==> config.mk <==
export PLATFORM = sky130hd
export DESIGN_NAME = dfts_supervisor
export DESIGN_NICKNAME = d
export VERILOG_FILES = /design/src/dfts_pkg.sv /design/src/dfts_if.sv /design/src/dfts_thermal.sv /design/src/dfts_mfin.sv /design/src/dfts_supervisor.sv
export VERILOG_INCLUDE_DIRS = /design/src
export SDC_FILE = /design/constraint.sdc
export NUM_CORES = 1
export LEC_CHECK = 0
export ABC_AREA = 1
export BUFFER_PORTS_ARGS = -buffer_cell sky130_fd_sc_hd__buf_2
export CAP_MARGIN = 30
export CORE_MARGIN = 2
export CORE_UTILIZATION = 55
export CTS_CLUSTER_SIZE = 14
export DETAILED_ROUTE_END_ITERATION = 7
export PLACE_DENSITY = 0.79
export SYNTH_ARGS = -nofsm -noshare
export SYNTH_HDL_FRONTEND = slang
export SYNTH_SLANG_ARGS = --single-unit
==> constraint.sdc <==
create_clock -name clk_sys -period 21.6 [get_ports clk_sys]
set_input_delay 3.24 -clock clk_sys [delete_from_list [all_inputs] [get_ports clk_sys]]
set_output_delay 3.24 -clock clk_sys [all_outputs]
set_load 0.05 [all_outputs]
==> src/dfts_cfg.svh <==
`ifndef DFTS_CFG_SVH
`define DFTS_CFG_SVH
// ==========================================================
// Register port and byte offsets
`define DFTS_AW        8
`define DFTS_DW        32
`define DFTS_MW        16
`define DFTS_A_CTRL    8'h00
`define DFTS_A_PSEL    8'h04
`define DFTS_A_LLVL    8'h08
`define DFTS_A_RATE    8'h0C
`define DFTS_A_GND     8'h10
`define DFTS_A_MFF     8'h14
`define DFTS_A_TRIP    8'h18
`define DFTS_A_LVST    8'h1C
// ==========================================================
// Reset values and fields
`define DFTS_PSEL_RST  32'h0000_0000
`define DFTS_LLVL_RST  32'h001E_0096
`define DFTS_RATE_RST  32'h000F_0064
`define DFTS_GND_RST   16'hFFFF
`define DFTS_MFF_RST   32'h0000_0000
`define DFTS_F_RST     0
`define DFTS_PS_OVL    7:0
`define DFTS_PS_UNL    15:8
`define DFTS_PS_MTH    23:16
`define DFTS_PS_PHL    31:24
`define DFTS_PL_OUT    1
`define DFTS_PL_IN     2
`define DFTS_LO_HALF   15:0
`define DFTS_HI_HALF   31:16
`define DFTS_ST_DIAG   12:8
`define DFTS_ST_FATAL  16
`define DFTS_KW_LIMIT  16'h001E
`define DFTS_FN_EXT    4'h3
`define DFTS_FN_BLK    4'h4
`define DFTS_FN_W      4
// ==========================================================
// Indication indices
`define DFTS_T_OVL     0
`define DFTS_T_UNL     1
`define DFTS_T_OC1     2
`define DFTS_T_OVV     3
`define DFTS_T_UV2     4
`define DFTS_T_GND     5
`define DFTS_T_MTH     6
`define DFTS_T_OPH     7
`define DFTS_T_IPH     8
`define DFTS_T_OLT     9
`define DFTS_T_SAFE    10
`define DFTS_T_FUSE    11
`define DFTS_T_OHT     12
`define DFTS_T_OC2     13
`define DFTS_T_EXT     14
`define DFTS_NTRIP     15
`define DFTS_L_UV      0
`define DFTS_L_BLK     1
`define DFTS_NLVL      2
`define DFTS_D_MEM     0
`define DFTS_NDIAG     5
// ==========================================================
// Timing
`define DFTS_CLK_MHZ    200
`define DFTS_TICK_US    1000
`define DFTS_TICK_W     18
`define DFTS_ACC_W      17
`define DFTS_MS_PER_SEC 1000
`define DFTS_MS_PER_MIN 60000
`define DFTS_OLT_NOM_PCT 16'h0064
`define DFTS_OLT_LO_PCT 16'h0096
`define DFTS_OLT_HI_PCT 16'h00C8
`define DFTS_OLT_LO_MIN 1
`define DFTS_OLT_HI_SEC 4
`endif

==> src/dfts_pkg.sv <==
`default_nettype none
`include "dfts_cfg.svh"
package dfts_pkg;
  // ==========================================================
  // Types
  typedef logic [`DFTS_DW-1:0]     dfts_word_t;
  typedef logic [`DFTS_ACC_W-1:0]  dfts_acc_t;
  typedef logic [`DFTS_TICK_W-1:0] dfts_tick_t;
  typedef struct packed {
    logic [`DFTS_NTRIP-1:0] trip;
    logic [`DFTS_NLVL-1:0]  lvl;
    logic [`DFTS_NDIAG-1:0] diag;
    logic                   fatal;
    logic                   inhibit;
    logic                   rst_pulse;
    dfts_word_t             psel;
    dfts_word_t             llvl;
    dfts_word_t             rate;
    dfts_word_t             mff;
    logic [`DFTS_MW-1:0]    gnd_thr;
    dfts_word_t             rdata;
    dfts_tick_t             tick_cnt;
  } dfts_state_t;
  typedef struct packed {
    dfts_acc_t acc;
    logic      trip;
  } dfts_th_state_t;
  typedef struct packed {
    logic ext;
    logic blk;
  } dfts_mf_state_t;
  localparam dfts_state_t DFTS_STATE_RST = '{trip: '0, lvl: '0, diag: '0, fatal: 1'b0, inhibit: 1'b0,
    rst_pulse: 1'b0, psel: `DFTS_PSEL_RST, llvl: `DFTS_LLVL_RST, rate: `DFTS_RATE_RST,
    mff: `DFTS_MFF_RST, gnd_thr: `DFTS_GND_RST, rdata: '0, tick_cnt: '0};
endpackage
`default_nettype wire

==> src/dfts_if.sv <==
`timescale 1ns/1ps
`default_nettype none
`include "dfts_cfg.svh"
// ==========================================================
// Thermal model link
interface dfts_th_if;
  logic                tick;
  logic                en;
  logic [`DFTS_MW-1:0] load_pct;
  logic                trip;
  modport th  (input tick, en, load_pct, output trip);
  modport sup (output tick, en, load_pct, input trip);
endinterface
// ==========================================================
// Multi-function input link
interface dfts_mf_if #(parameter int N = 8);
  logic [N-1:0]            mf_in;
  logic [N*`DFTS_FN_W-1:0] func;
  logic                    ext;
  logic                    blk;
  modport mf  (input mf_in, func, output ext, blk);
  modport sup (output mf_in, func, input ext, blk);
endinterface
`default_nettype wire

==> src/dfts_thermal.sv <==
`timescale 1ns/1ps
`default_nettype none
module dfts_thermal
  import dfts_pkg::*;
#(
  parameter int LIMIT_MS = `DFTS_OLT_LO_MIN * `DFTS_MS_PER_MIN,
  parameter int RATE_HI  = LIMIT_MS / (`DFTS_OLT_HI_SEC * `DFTS_MS_PER_SEC)
) (
  // Clock and reset
  input wire logic clk_sys,
  input wire logic sys_rst,
  // Supervisor side
  dfts_th_if.th    th
);
  localparam dfts_acc_t LIMIT = dfts_acc_t'(LIMIT_MS);
  localparam dfts_acc_t HI    = dfts_acc_t'(RATE_HI);
  dfts_th_state_t s_q;
  dfts_th_state_t s_d;
  // ==========================================================
  // Inverse-time accumulator, one step per millisecond tick
  always_comb begin
    s_d = s_q;
    if (!th.en) begin
      s_d.acc = '0;
    end else if (th.tick) begin
      if (th.load_pct >= `DFTS_OLT_HI_PCT) begin
        s_d.acc = (s_q.acc >= LIMIT - HI) ? LIMIT : s_q.acc + HI;
      end else if (th.load_pct >= `DFTS_OLT_LO_PCT) begin
        s_d.acc = (s_q.acc >= LIMIT) ? LIMIT : s_q.acc + 1'b1;
      end else if (th.load_pct < `DFTS_OLT_NOM_PCT && s_q.acc != '0) begin
        s_d.acc = s_q.acc - 1'b1;
      end
    end
    s_d.trip = th.en && (s_q.acc >= LIMIT);
  end
  always_ff @(posedge clk_sys or posedge sys_rst) begin
    if (sys_rst) begin
      s_q <= '0;
    end else begin
      s_q <= s_d;
    end
  end
  assign th.trip = s_q.trip;
endmodule  // dfts_thermal
`default_nettype wire

==> src/dfts_mfin.sv <==
`timescale 1ns/1ps
`default_nettype none
module dfts_mfin
  import dfts_pkg::*;
#(
  parameter int N = 8
) (
  // Clock and reset
  input wire logic clk_sys,
  input wire logic sys_rst,
  // Supervisor side
  dfts_mf_if.mf    mf
);
  dfts_mf_state_t s_q;
  dfts_mf_state_t s_d;
  logic [N-1:0]   hit_ext;
  logic [N-1:0]   hit_blk;
  // ==========================================================
  // Per-input function decode
  for (genvar i = 0; i < N; i++) begin : g_in
    assign hit_ext[i] = mf.mf_in[i] && (mf.func[i*`DFTS_FN_W +: `DFTS_FN_W] == `DFTS_FN_EXT);
    assign hit_blk[i] = mf.mf_in[i] && (mf.func[i*`DFTS_FN_W +: `DFTS_FN_W] == `DFTS_FN_BLK);
  end
  always_comb begin
    s_d     = s_q;
    s_d.ext = |hit_ext;
    s_d.blk = |hit_blk;
  end
  always_ff @(posedge clk_sys or posedge sys_rst) begin
    if (sys_rst) begin
      s_q <= '0;
    end else begin
      s_q <= s_d;
    end
  end
  assign mf.ext = s_q.ext;
  assign mf.blk = s_q.blk;
endmodule  // dfts_mfin
`default_nettype wire

==> src/dfts_supervisor.sv <==
// How it works
// - Overload trip latches when selection nonzero
// - Underload trip latches when selection nonzero and running
// - Current above twice rating latches trip
// - DC bus overvoltage latches trip
// - Undervoltage is level; latched while running
// - Ground current over threshold latches trip
// - Motor thermal model trips when selected
// - Open output phase trips when bit1 set
// - Open input phase trips when bit2 set
// - Drive overload: 150% minute, 200% four seconds
// - Safety block latches safety error
// - Fuse overcurrent trips above 30 kW only
// - Heat-sink overtemperature latches trip
// - DC short-circuit detector latches second overcurrent
// - Function-3 input latches external trip
// - Function-4 input blocks output, level only
// - Memory, converter, watchdog errors are fatal
// - Parameter memory error is its own subtype
// - Gate supply loss subtype from 30 kW
//
// The address map and the plain strobed port were chosen for this implementation.
`timescale 1ns/1ps
`default_nettype none
module dfts_supervisor
  import dfts_pkg::*;
#(
  parameter int N_MF         = 8,
  parameter int TICK_CYC     = `DFTS_TICK_US * `DFTS_CLK_MHZ,
  parameter int OLT_LIMIT_MS = `DFTS_OLT_LO_MIN * `DFTS_MS_PER_MIN,
  parameter int OLT_RATE_HI  = OLT_LIMIT_MS / (`DFTS_OLT_HI_SEC * `DFTS_MS_PER_SEC),
  parameter int MTH_LIMIT_MS = OLT_LIMIT_MS,
  parameter int MTH_RATE_HI  = OLT_RATE_HI
) (
  // Clock and reset
  input  wire logic                   clk_sys,
  input  wire logic                   sys_rst,
  // Register port
  input  wire logic [`DFTS_AW-1:0]    reg_addr,
  input  wire logic [`DFTS_DW-1:0]    reg_wdata,
  input  wire logic                   reg_wr,
  input  wire logic                   reg_rd,
  output logic      [`DFTS_DW-1:0]    reg_rdata,
  // Measurements
  input  wire logic [`DFTS_MW-1:0]    out_current,
  input  wire logic [`DFTS_MW-1:0]    load_pct,
  input  wire logic [`DFTS_MW-1:0]    gnd_current,
  // Comparator and status flags
  input  wire logic                   drive_running,
  input  wire logic                   dc_over_volt,
  input  wire logic                   dc_under_volt,
  input  wire logic [2:0]             out_phase_open,
  input  wire logic [2:0]             in_phase_open,
  input  wire logic                   safety_block,
  input  wire logic                   dc_fuse_overcurrent,
  input  wire logic                   heatsink_over_temp,
  input  wire logic                   dc_short_circuit,
  input  wire logic [N_MF-1:0]        mf_in,
  // Hardware diagnostics
  input  wire logic                   param_memory_error,
  input  wire logic                   adc_offset_error,
  input  wire logic                   watchdog_1,
  input  wire logic                   watchdog_2,
  input  wire logic                   gate_supply_loss,
  // Indications
  output logic      [`DFTS_NTRIP-1:0] trip_latched,
  output logic      [`DFTS_NLVL-1:0]  level_ind,
  output logic      [`DFTS_NDIAG-1:0] diag_fault,
  output logic                        fatal_fault,
  output logic                        output_inhibit
);
  localparam dfts_tick_t TICK_LAST = dfts_tick_t'(TICK_CYC - 1);

  dfts_state_t            s_q;
  dfts_state_t            s_d;
  logic [`DFTS_NTRIP-1:0] cause;
  logic [`DFTS_NDIAG-1:0] diag_cause;
  logic [7:0]             ovl_sel;
  logic [7:0]             unl_sel;
  logic [7:0]             mth_sel;
  logic [7:0]             phase_loss_enable_bits;
  logic [`DFTS_MW-1:0]    ovl_lvl;
  logic [`DFTS_MW-1:0]    unl_lvl;
  logic [`DFTS_MW-1:0]    rated_cur;
  logic [`DFTS_MW-1:0]    power_kw;
  logic                   tick;
  logic                   mth_on;

  // ==========================================================
  // Configuration fields
  assign ovl_sel                = s_q.psel[`DFTS_PS_OVL];
  assign unl_sel                = s_q.psel[`DFTS_PS_UNL];
  assign mth_sel                = s_q.psel[`DFTS_PS_MTH];
  assign phase_loss_enable_bits = s_q.psel[`DFTS_PS_PHL];
  assign ovl_lvl                = s_q.llvl[`DFTS_LO_HALF];
  assign unl_lvl                = s_q.llvl[`DFTS_HI_HALF];
  assign rated_cur              = s_q.rate[`DFTS_LO_HALF];
  assign power_kw               = s_q.rate[`DFTS_HI_HALF];
  assign tick                   = (s_q.tick_cnt == TICK_LAST);
  assign mth_on                 = (mth_sel != '0);

  // ==========================================================
  // Thermal models and input decode
  dfts_th_if olt_bus ();
  dfts_th_if mth_bus ();
  dfts_mf_if #(.N(N_MF)) mf_bus ();

  assign olt_bus.tick     = tick;
  assign olt_bus.en       = 1'b1;
  assign olt_bus.load_pct = load_pct;
  assign mth_bus.tick     = tick;
  assign mth_bus.en       = mth_on;
  assign mth_bus.load_pct = load_pct;
  assign mf_bus.mf_in     = mf_in;
  assign mf_bus.func      = s_q.mff[N_MF*`DFTS_FN_W-1:0];

  dfts_thermal #(
    .LIMIT_MS (OLT_LIMIT_MS),
    .RATE_HI  (OLT_RATE_HI)
  ) u_olt (
    .clk_sys (clk_sys),
    .sys_rst (sys_rst),
    .th      (olt_bus.th)
  );

  dfts_thermal #(
    .LIMIT_MS (MTH_LIMIT_MS),
    .RATE_HI  (MTH_RATE_HI)
  ) u_mth (
    .clk_sys (clk_sys),
    .sys_rst (sys_rst),
    .th      (mth_bus.th)
  );

  dfts_mfin #(
    .N (N_MF)
  ) u_mfin (
    .clk_sys (clk_sys),
    .sys_rst (sys_rst),
    .mf      (mf_bus.mf)
  );

  // ==========================================================
  // Trip causes
  // Underload is only judged while running, since a stopped drive always reads no load
  assign cause[`DFTS_T_OVL]  = (ovl_sel != '0) && (load_pct > ovl_lvl);
  assign cause[`DFTS_T_UNL]  = (unl_sel != '0) && drive_running && (load_pct < unl_lvl);
  assign cause[`DFTS_T_OC1]  = {1'b0, out_current} > {rated_cur, 1'b0};
  assign cause[`DFTS_T_OVV]  = dc_over_volt;
  assign cause[`DFTS_T_UV2]  = dc_under_volt && drive_running;
  assign cause[`DFTS_T_GND]  = gnd_current > s_q.gnd_thr;
  assign cause[`DFTS_T_MTH]  = mth_bus.trip;
  assign cause[`DFTS_T_OPH]  = phase_loss_enable_bits[`DFTS_PL_OUT] && (|out_phase_open);
  assign cause[`DFTS_T_IPH]  = phase_loss_enable_bits[`DFTS_PL_IN] && (|in_phase_open);
  assign cause[`DFTS_T_OLT]  = olt_bus.trip;
  assign cause[`DFTS_T_SAFE] = safety_block;
  assign cause[`DFTS_T_FUSE] = dc_fuse_overcurrent && (power_kw > `DFTS_KW_LIMIT);
  assign cause[`DFTS_T_OHT]  = heatsink_over_temp;
  assign cause[`DFTS_T_OC2]  = dc_short_circuit;
  assign cause[`DFTS_T_EXT]  = mf_bus.ext;

  // Subtype order: gate supply, watchdog 2, watchdog 1, converter offset, memory
  assign diag_cause = {gate_supply_loss && (power_kw >= `DFTS_KW_LIMIT),
                       watchdog_2, watchdog_1, adc_offset_error,
                       param_memory_error};

  // ==========================================================
  // Next state
  always_comb begin
    s_d           = s_q;
    s_d.rst_pulse = 1'b0;
    s_d.rdata     = '0;
    s_d.tick_cnt  = tick ? '0 : s_q.tick_cnt + 1'b1;
    if (reg_wr) begin
      unique case (reg_addr)
        `DFTS_A_CTRL: s_d.rst_pulse = reg_wdata[`DFTS_F_RST];
        `DFTS_A_PSEL: s_d.psel = reg_wdata;
        `DFTS_A_LLVL: s_d.llvl = reg_wdata;
        `DFTS_A_RATE: s_d.rate = reg_wdata;
        `DFTS_A_GND:  s_d.gnd_thr = reg_wdata[`DFTS_LO_HALF];
        `DFTS_A_MFF:  s_d.mff = reg_wdata;
        default: ;
      endcase
    end
    if (reg_rd) begin
      unique case (reg_addr)
        `DFTS_A_PSEL: s_d.rdata = s_q.psel;
        `DFTS_A_LLVL: s_d.rdata = s_q.llvl;
        `DFTS_A_RATE: s_d.rdata = s_q.rate;
        `DFTS_A_GND:  s_d.rdata = dfts_word_t'(s_q.gnd_thr);
        `DFTS_A_MFF:  s_d.rdata = s_q.mff;
        `DFTS_A_TRIP: s_d.rdata = dfts_word_t'(s_q.trip);
        `DFTS_A_LVST: begin
          s_d.rdata[`DFTS_NLVL-1:0]  = s_q.lvl;
          s_d.rdata[`DFTS_ST_DIAG]   = s_q.diag;
          s_d.rdata[`DFTS_ST_FATAL]  = s_q.fatal;
        end
        default: s_d.rdata = '0;
      endcase
    end
    // A new cause wins over a reset in the same cycle, so no event is lost
    s_d.trip = cause | (s_q.trip & ~{`DFTS_NTRIP{s_q.rst_pulse}});
    s_d.lvl[`DFTS_L_UV]  = dc_under_volt;
    s_d.lvl[`DFTS_L_BLK] = mf_bus.blk;
    // Fatal faults are only left by a power-on reset
    s_d.diag  = s_q.diag | diag_cause;
    s_d.fatal = s_q.fatal | (|diag_cause);
    s_d.inhibit = (|s_d.trip) || s_d.fatal || s_d.lvl[`DFTS_L_BLK];
  end

  always_ff @(posedge clk_sys or posedge sys_rst) begin
    if (sys_rst) begin
      s_q <= DFTS_STATE_RST;
    end else begin
      s_q <= s_d;
    end
  end

  // ==========================================================
  // Outputs
  assign reg_rdata      = s_q.rdata;
  assign trip_latched   = s_q.trip;
  assign level_ind      = s_q.lvl;
  assign diag_fault     = s_q.diag;
  assign fatal_fault    = s_q.fatal;
  assign output_inhibit = s_q.inhibit;
endmodule  // dfts_supervisor
`default_nettype wire

Word-level counts from Yosys, hierarchy flattened. Index checks and enable logic that the tools add are counted. Widths: inputs -> output; s select.

Bits in registers: 257. Bits of input ports: 118. Logic and storage cells: 146.

$add $sub $neg: 7. Bitwise operators: 5. Equal/unequal tests: 26. Order comparisons: 13. Mux-type cells: 27. Reductions and logical operators: 49.

Operator list (count): $mux 17 (12); $mux 32 (5); $mux 145 (1); $ge 17x16->1 const B (4); $pmux 15 s4 (1); $pmux 6 s6 (1); $pmux 5 s7 (1); $add 17x1->17 const B (2); $add 17x4->17 const B (2); $reduce_bool 17->1 (2); $sub 17x1->17 const B (2); $eq 4x2->1 const B (8); $eq 4x3->1 const B (8); $eq 8x5->1 const B (4); $ge 16x8->1 const B (2); $gt 16x16->1 (2); $logic_and 1x1->1 (27); $reduce_bool 8->1 (3); $add 18x1->18 const B (1); $eq 18x18->1 const B (1); $mux 18 (1); $pmux 3 s6 (1); $gt 16x17->1 (1); $eq 8x4->1 const B (2); other kinds (24) (33).

Logic depth before layout (Yosys ltp). Gate-level depths: netlist of the first run.

Depth after elaboration: 7. Gate-level depth with buffers: 15.

By module. A second synthesis of the first run with hierarchy kept.

Cells, all modules: 2301. Area, all modules: 16752.3 µm².

By module, submodules not included: dfts_supervisor (area an instance 11404.7 µm², sequential area each 5519.0 µm², cells each 1364, times used 1); dfts_thermal (area an instance 2497.4 µm², sequential area each 450.4 µm², cells each 431, times used 2); dfts_mfin (area an instance 352.8 µm², sequential area each 50.0 µm², cells each 75, times used 1).

Worst setup path after synthesis of the first run. OpenSTA, ideal clock, no wires.

Kind: input -> register. From: input reg_addr[5]. To: register s_q (netlist bit mf_bus.func[18]). Data arrival time: 4.257 ns. Slack: 17.211 ns. Stages on the path: 9. Library setup time: 0.132 ns. Cell sequence: nor2_1 -> and3_1 -> buf_2 -> nand2_1 -> inv_2 -> nand2_2 -> clkbuf_1 -> nand2_1 -> o21ai_0.

Word-level cells in the longest chain between the ends: 2.

RTL lines: start: declaration (line dfts_supervisor.sv:39) `` input wire logic [`DFTS_AW-1:0] reg_addr, ``; $eq 8x5->1 (line dfts_supervisor.sv:175) `unique case (reg_addr)`; $reduce_and 2->1 (no source line); end signal: assignment (line dfts_supervisor.sv:213) `s_q <= DFTS_STATE_RST;`; end signal: assignment (line dfts_supervisor.sv:215) `s_q <= s_d;`; end: declaration (line dfts_supervisor.sv:74) `dfts_state_t s_q;`.

Every way passes these cells. A chain may end at the register's enable or synchronous reset.

Worst setup path in the final report of the first run.
From: input reg_addr[5]. To: register s_q (netlist bit mf_bus.func[29]).

The elaborated chain is that of the path after synthesis.

==> results_dict.tcl, run 1 <==
set metrics [dict create \
    status "completed" \
    postSynthRegisterBits 257 \
    timing_worst_setup_path_type "in2reg" \
    top_level_ports 174 \
    crit_arrival_ns 6.07 \
    hold_violations 0 \
    rsz0062_at_grt "no" \
    mappedNetlistArea_mm2 0.0163 \
    slew-limit-headroom_pct 32.9 \
    synth_top_area_share_pct 34.8 \
    cp_data_required_time_ns 22.05 \
    clk_pin_slew_worst_paths_ns 0.06 \
    max_freq_mhz 178 \
    tritoncts_num_sinks 257 \
    final_layout_size_suffix_gt1_share_pct 14.8 \
    grt_max_degree 103 \
    antenna-diode-count 0 \
    portBuffers 173 \
    synth_enable_flop_cells 0 \
    route.vias.total 15400 \
    cts_made_buffers 28 \
    multi_input_area_mm2 0.00787 \
    cts.root.buffer_cell "clkbuf_16" \
    post-place-ws_ns 15.58 \
    skew_ns 0.0123 \
    total_power_mw 1.17 \
    post_synthesis_instance_total 2219 \
    hp-class "reg2reg" \
    final_max_slew_viol_count 0 \
    drt_iter0_markers 1493 \
    cts_hold_buf 0 \
    max_slew.worst_pin.slew_ns 1.00 \
    worst_ir_drop_vdd_mv 0.0571 \
    setup_total_neg_slack_ns 0 \
    synth_warnings 0 \
    cts_tree "built" \
    async_reset_ff_share_pct 100 \
    final_nets 2487 \
    yosysTopAreaCell "dfrtp_1" \
    path_max_fanout 64 \
    final.period_utilization_pct 26.0 \
    setup_viol_count_final 0 \
    start_kind "input port" \
    regArea_mm2 0.00647 \
    min_period_ns 5.62 \
    worstRegToRegCells 11 \
    core_region_area_mm2 0.0289 \
    fillers 2560 \
    worstHoldPathCells 0 \
    clk_path_buf_depth 3 \
    clock_latency_ns 0.57 \
    wire_per_inst_um 18.0 \
    floorplan.rows 62 \
    gp_routability_congestion 0.982 \
    drt_pass1_iterations 7 \
    synth_sequential_area_ratio_pct 39.8 \
    mappedNetlistNets 2406 \
    die_h_um 176 \
    drt_via_density 5.69 \
    die_w_um 176 \
    design.die.area_mm2 0.0310 \
    final_util_pct 61.9 \
    power.density_cell_area_mw_per_mm2 65.3 \
    detail-route-antenna-nets 0 \
    cap_viol_max_count 0 \
    gr-total-overflow 0 \
    antenna_found_initial 0 \
    tot_gr_track_use_pct 31.8 \
    grt_first_pass_wirelength_um 78000 \
    power.leakage_nw 8.74 \
    post-synth-top-count-cell "nand2_1" \
    crit_path_end_kind "flip-flop" \
    cts_setup_buffers 0 \
    synthTopCellsByArea "dfrtp_1 35%, nand2_1 15%, inv_1 5.7%, ha_1 5.3%, dfstp_2 5.0%" \
    grt_pass1_vias 14710 \
    area_delta_synth_final_pct 10.1 \
    drt-total-wl_um 48800 \
    starting_density_pct 56.2 \
    synth_cell_types 53 \
    postSynthAreaPerCell_um2 7.33 \
    post_dp_hpwl_um 36300 \
    hold_slack_ns 0.380 \
    drc 0 \
    worst_slack_ns 15.98 \
    post_cts_resize_count 0 \
    yosys-top-cells-count "643 x nand2_1, 249 x inv_1, 226 x dfrtp_1" \
    yosys_most_used_dff "dfrtp_1" \
    htree_levels 1 \
]
==> critical path, cell delays in order <==
cell and delay, ns:
buf_2 0.09, nor2_1 0.12, and3_1 0.33, nand2_1 0.48
inv_2 0.58, nand2_2 0.70, o21ai_0 0.48
==> placed cells by master, fill, tap and decap left out, types with 69 or more instances in the layout <==
cell / synthesis / routed
a21oi_1: 75 / 75
buf_2: 37 / 173
dfrtp_1: 226 / 226
ha_1: 69 / 69
inv_1: 249 / 248
nand2_1: 643 / 643
nand3_1: 125 / 125
nor2_1: 203 / 203
o21ai_0: 76 / 76
o21ai_1: 123 / 123
==> state kept, by name, indices dropped and copies added, names as in the netlist, 2 cells and up <==
name and cells:
diag_fault 5, level_ind 2, mf_bus.func 32, mth_sel 8
ovl_lvl 16, ovl_sel 8, phase_loss_enable_bits 8, power_kw 16
rated_cur 16, reg_rdata 32, s_q 59, trip_latched 15
u_mth.s_q 17, u_olt.s_q 17
==> worst paths after layout <==
| path | start | endpoint | slack, ns |
|---|---|---|---|
| worst max-delay path | reg_addr[5] | mf_bus.func[29] | 15.98 |
| worst min-delay path | u_mfin.mf.blk | level_ind[1] | 0.38 |
| worst max register to register | u_olt.s_q[1] | u_olt.s_q[3] | 19.32 |
| worst min register to register | u_mfin.mf.blk | level_ind[1] | 0.38 |
| max in group asynchronous | sys_rst | level_ind[0] | 16.79 |
| min in group asynchronous | sys_rst | reg_rdata[16] | 2.78 |
==> cell families (layout without fill, tap and decap cells) <==
group / Yosys count / after routing / share of synthesized area [%]
and+or+nand+nor: 1107 / 1107 / 29.4
buffers and inverters: 407 / 510 / 11.9
AOI/OAI and AO/OA: 332 / 332 / 11.1
DFF: 257 / 257 / 39.8
adders and majority gates: 69 / 69 / 5.31
xor gates and xnor gates: 47 / 47 / 2.53
==> per-stage QoR <==
stage	instance area [um^2]	instances
after floorplan	16300	2219
after global placement	16800	2651
after detailed placement	16800	2654
after CTS	17900	2706
after global routing	17900	2706
final	17900	2706
==> area by class of cell <==
cell class	instances	area share (%)
sequential	257	36.1
inverter	278	5.92
timing repair buffer	180	5.38
clock inverter	16	1.73
tap	384	2.68
multi-input combinational	1555	43.9
clock buffer	36	4.25
==> routing by layer <==
layer	global-route usage, %	vias to the layer above	wire length (um)
met3	7.28	126	5580
met1	43.6	7171	20000
li1	-	7245	-
met4	12.3	0	1930
met5	0	-	0
met2	49.3	858	21300
==> power breakdown <==
group	switching, mW	internal, mW	leakage, nW
clock	0.205	0.346	0.525
sequential	0.0123	0.499	3.32
combinational	0.0743	0.0344	4.89
total	0.292	0.879	8.74
No activity file was read; power rests on OpenSTA's default activity.
==> run 2, diff against run 1 <==
Settings changed: CORE_UTILIZATION 55 to 54, PLACE_DENSITY 0.79 to 0.81.
Clock period 21.6 ns to 4.8 ns, I/O delays scaled along.
==> run 2 against run 1 <==
Effect of this change: worst setup slack lost 14 ns; wire length increased by 1.2%; register-to-register slack worse by 17 ns; flip-flop and latch count stayed put; clock skew decreased by 0.0031 ns; largest cell class unchanged.
==> results_dict.tcl, run 2 (synthesized netlist as in run 1, its figures left out) <==
set metrics [dict create \
    status "completed" \
    skew_ns 0.00923 \
    cts_setup_buffers 0 \
    gp_routability_congestion 0.957 \
    floorplan.rows 63 \
    design.die.area_mm2 0.0315 \
    power_frac_comb_pct 9.5 \
    cts_tree "built" \
    timing_worst_setup_path_type "in2reg" \
    max_slew.worst_pin.slew_ns 0.979 \
    min_period_ns 2.50 \
    setup_total_neg_slack_ns 0 \
    gr-total-overflow 0 \
    clk_path_buf_depth 3 \
    die_w_um 178 \
    worst_ir_drop_vdd_mv 0.227 \
    layout.cells.most_common "nand2_1" \
    largest_reg_flops 59 \
    final_nets 2491 \
    crit_arrival_ns 2.97 \
    hold_violations 0 \
    grt_max_degree 108 \
    layout_common_cells "643 x nand2_1, 248 x inv_1, 226 x dfrtp_1, 203 x nor2_1, 173 x buf_2" \
    grt_first_pass_wirelength_um 76400 \
    grt_pass1_vias 14329 \
    start_kind "input port" \
    portBuffers 173 \
    clk_pin_slew_worst_paths_ns 0.06 \
    core_region_area_mm2 0.0296 \
    max_freq_mhz 400 \
    power.leakage_nw 8.73 \
    cp_data_required_time_ns 5.27 \
    detail-route-antenna-nets 0 \
    die_h_um 178 \
    final_layout_size_suffix_gt1_share_pct 15.0 \
    area_delta_synth_final_pct 10.1 \
    antenna_found_initial 3 \
    rsz0062_at_grt "no" \
    tritoncts_num_sinks 257 \
    power.clock.fraction_pct 45.7 \
    power.density_cell_area_mw_per_mm2 286 \
    clock_latency_ns 0.58 \
    cap_viol_max_count 0 \
    cts_hold_buf 0 \
    crit_path_end_kind "flip-flop" \
    htree_levels 1 \
    hp-class "in2async" \
    switching_share_pct 26.6 \
    final_util_pct 60.5 \
    drt_iter0_markers 1629 \
    drt-total-wl_um 49400 \
    max_flop_register "s_q" \
    total_power_mw 5.13 \
    setup_viol_count_final 0 \
    cts.root.buffer_cell "clkbuf_16" \
    route.vias.total 15333 \
    starting_density_pct 54.9 \
    drt_via_density 5.64 \
    wire_per_inst_um 18.2 \
    final_max_slew_viol_count 0 \
    sequentialPowerShare_pct 44.8 \
    internal_power_component_mw 3.77 \
    final.period_utilization_pct 52.1 \
    switching_power_mw 1.36 \
    slew-limit-headroom_pct 34.6 \
    tot_gr_track_use_pct 31.1 \
    post_dp_hpwl_um 36700 \
    post_cts_resize_count 0 \
    drt_pass1_iterations 6 \
    drc 0 \
    cts_made_buffers 29 \
    path_max_fanout 33 \
    top_level_ports 174 \
    hold_slack_ns 0.168 \
]
[run 2: changes by cell type in the layout (fill, tap and decap cells not counted), moves of 2 or more]
cell / previous run / this run
bufinv_16: 8 / 4
buf_12: 2 / 5
clkinvlp_4: 0 / 3
diode_2: 0 / 3
clkbuf_1: 5 / 3
inv_6: 2 / 4
[run 2: per-layer routing]
metal	GRT usage [%]	part of all wire, %
met2	49.0	44
met1	42.8	43
met4	11.0	3.2
met5	0	0
met3	6.06	10
[run 2: critical path, stage by stage]
cell and delay, ns:
buf_2 0.10, inv_1 0.05, nand2_1 0.15, nor3_2 0.22, nand2_2 0.34, inv_2 0.41, nand2_2 0.47, buf_16 0.34
nand2_1 0.09, o21ai_1 0.06
[run 2: worst paths after layout]
check | from | slack, ns | depth (start not counted) | end
min | sys_rst | 0.17 | 2 | trip_latched[6]
max in group asynchronous | sys_rst | 3.71 | 3 | s_q[159]
max | reg_addr[1] | 2.30 | 10 | s_q[152]
max reg2reg | u_olt.s_q[1] | 2.47 | 11 | u_olt.s_q[3]
min reg2reg | u_mfin.mf.blk | 0.39 | 0 | level_ind[1]
min in group clk_sys | dc_under_volt | 0.28 | 1 | level_ind[0]
[run 2: power by group through the flow]
| stage | sequential [mW] | clock, mW | combinational, mW |
|---|---|---|---|
| after floorplan | 2.32 | 0 | 0.312 |
| after CTS | 2.30 | 2.37 | 0.481 |
| after global placement | 2.33 | 0 | 0.457 |
| final | 2.30 | 2.35 | 0.486 |
| after global routing | 2.31 | 2.46 | 0.541 |
| after detailed placement | 2.34 | 0 | 0.478 |
[run 2: final cells by class]
cell class | count | area [um^2]
Antenna cell | 3 | 7.51
Clock buffer | 34 | 764
Clock inverter | 19 | 236
Fill cell | 2724 | 11700
Inverter | 278 | 1060
Multi-Input combinational cell | 1555 | 7870
Sequential cell | 257 | 6470
Tap cell | 390 | 488
Timing Repair Buffer | 183 | 1030
[run 2: metrics by stage]
| stage | worst slack [ns] | instance area, um^2 | cells |
|---|---|---|---|
| after CTS | 2.37 | 17900 | 2715 |
| after floorplan | 0.720 | 16300 | 2219 |
| after global routing | 2.11 | 17900 | 2716 |
| final | 2.30 | 17900 | 2719 |
| after global placement | 1.59 | 16800 | 2658 |
| after detailed placement | 1.76 | 16900 | 2662 |
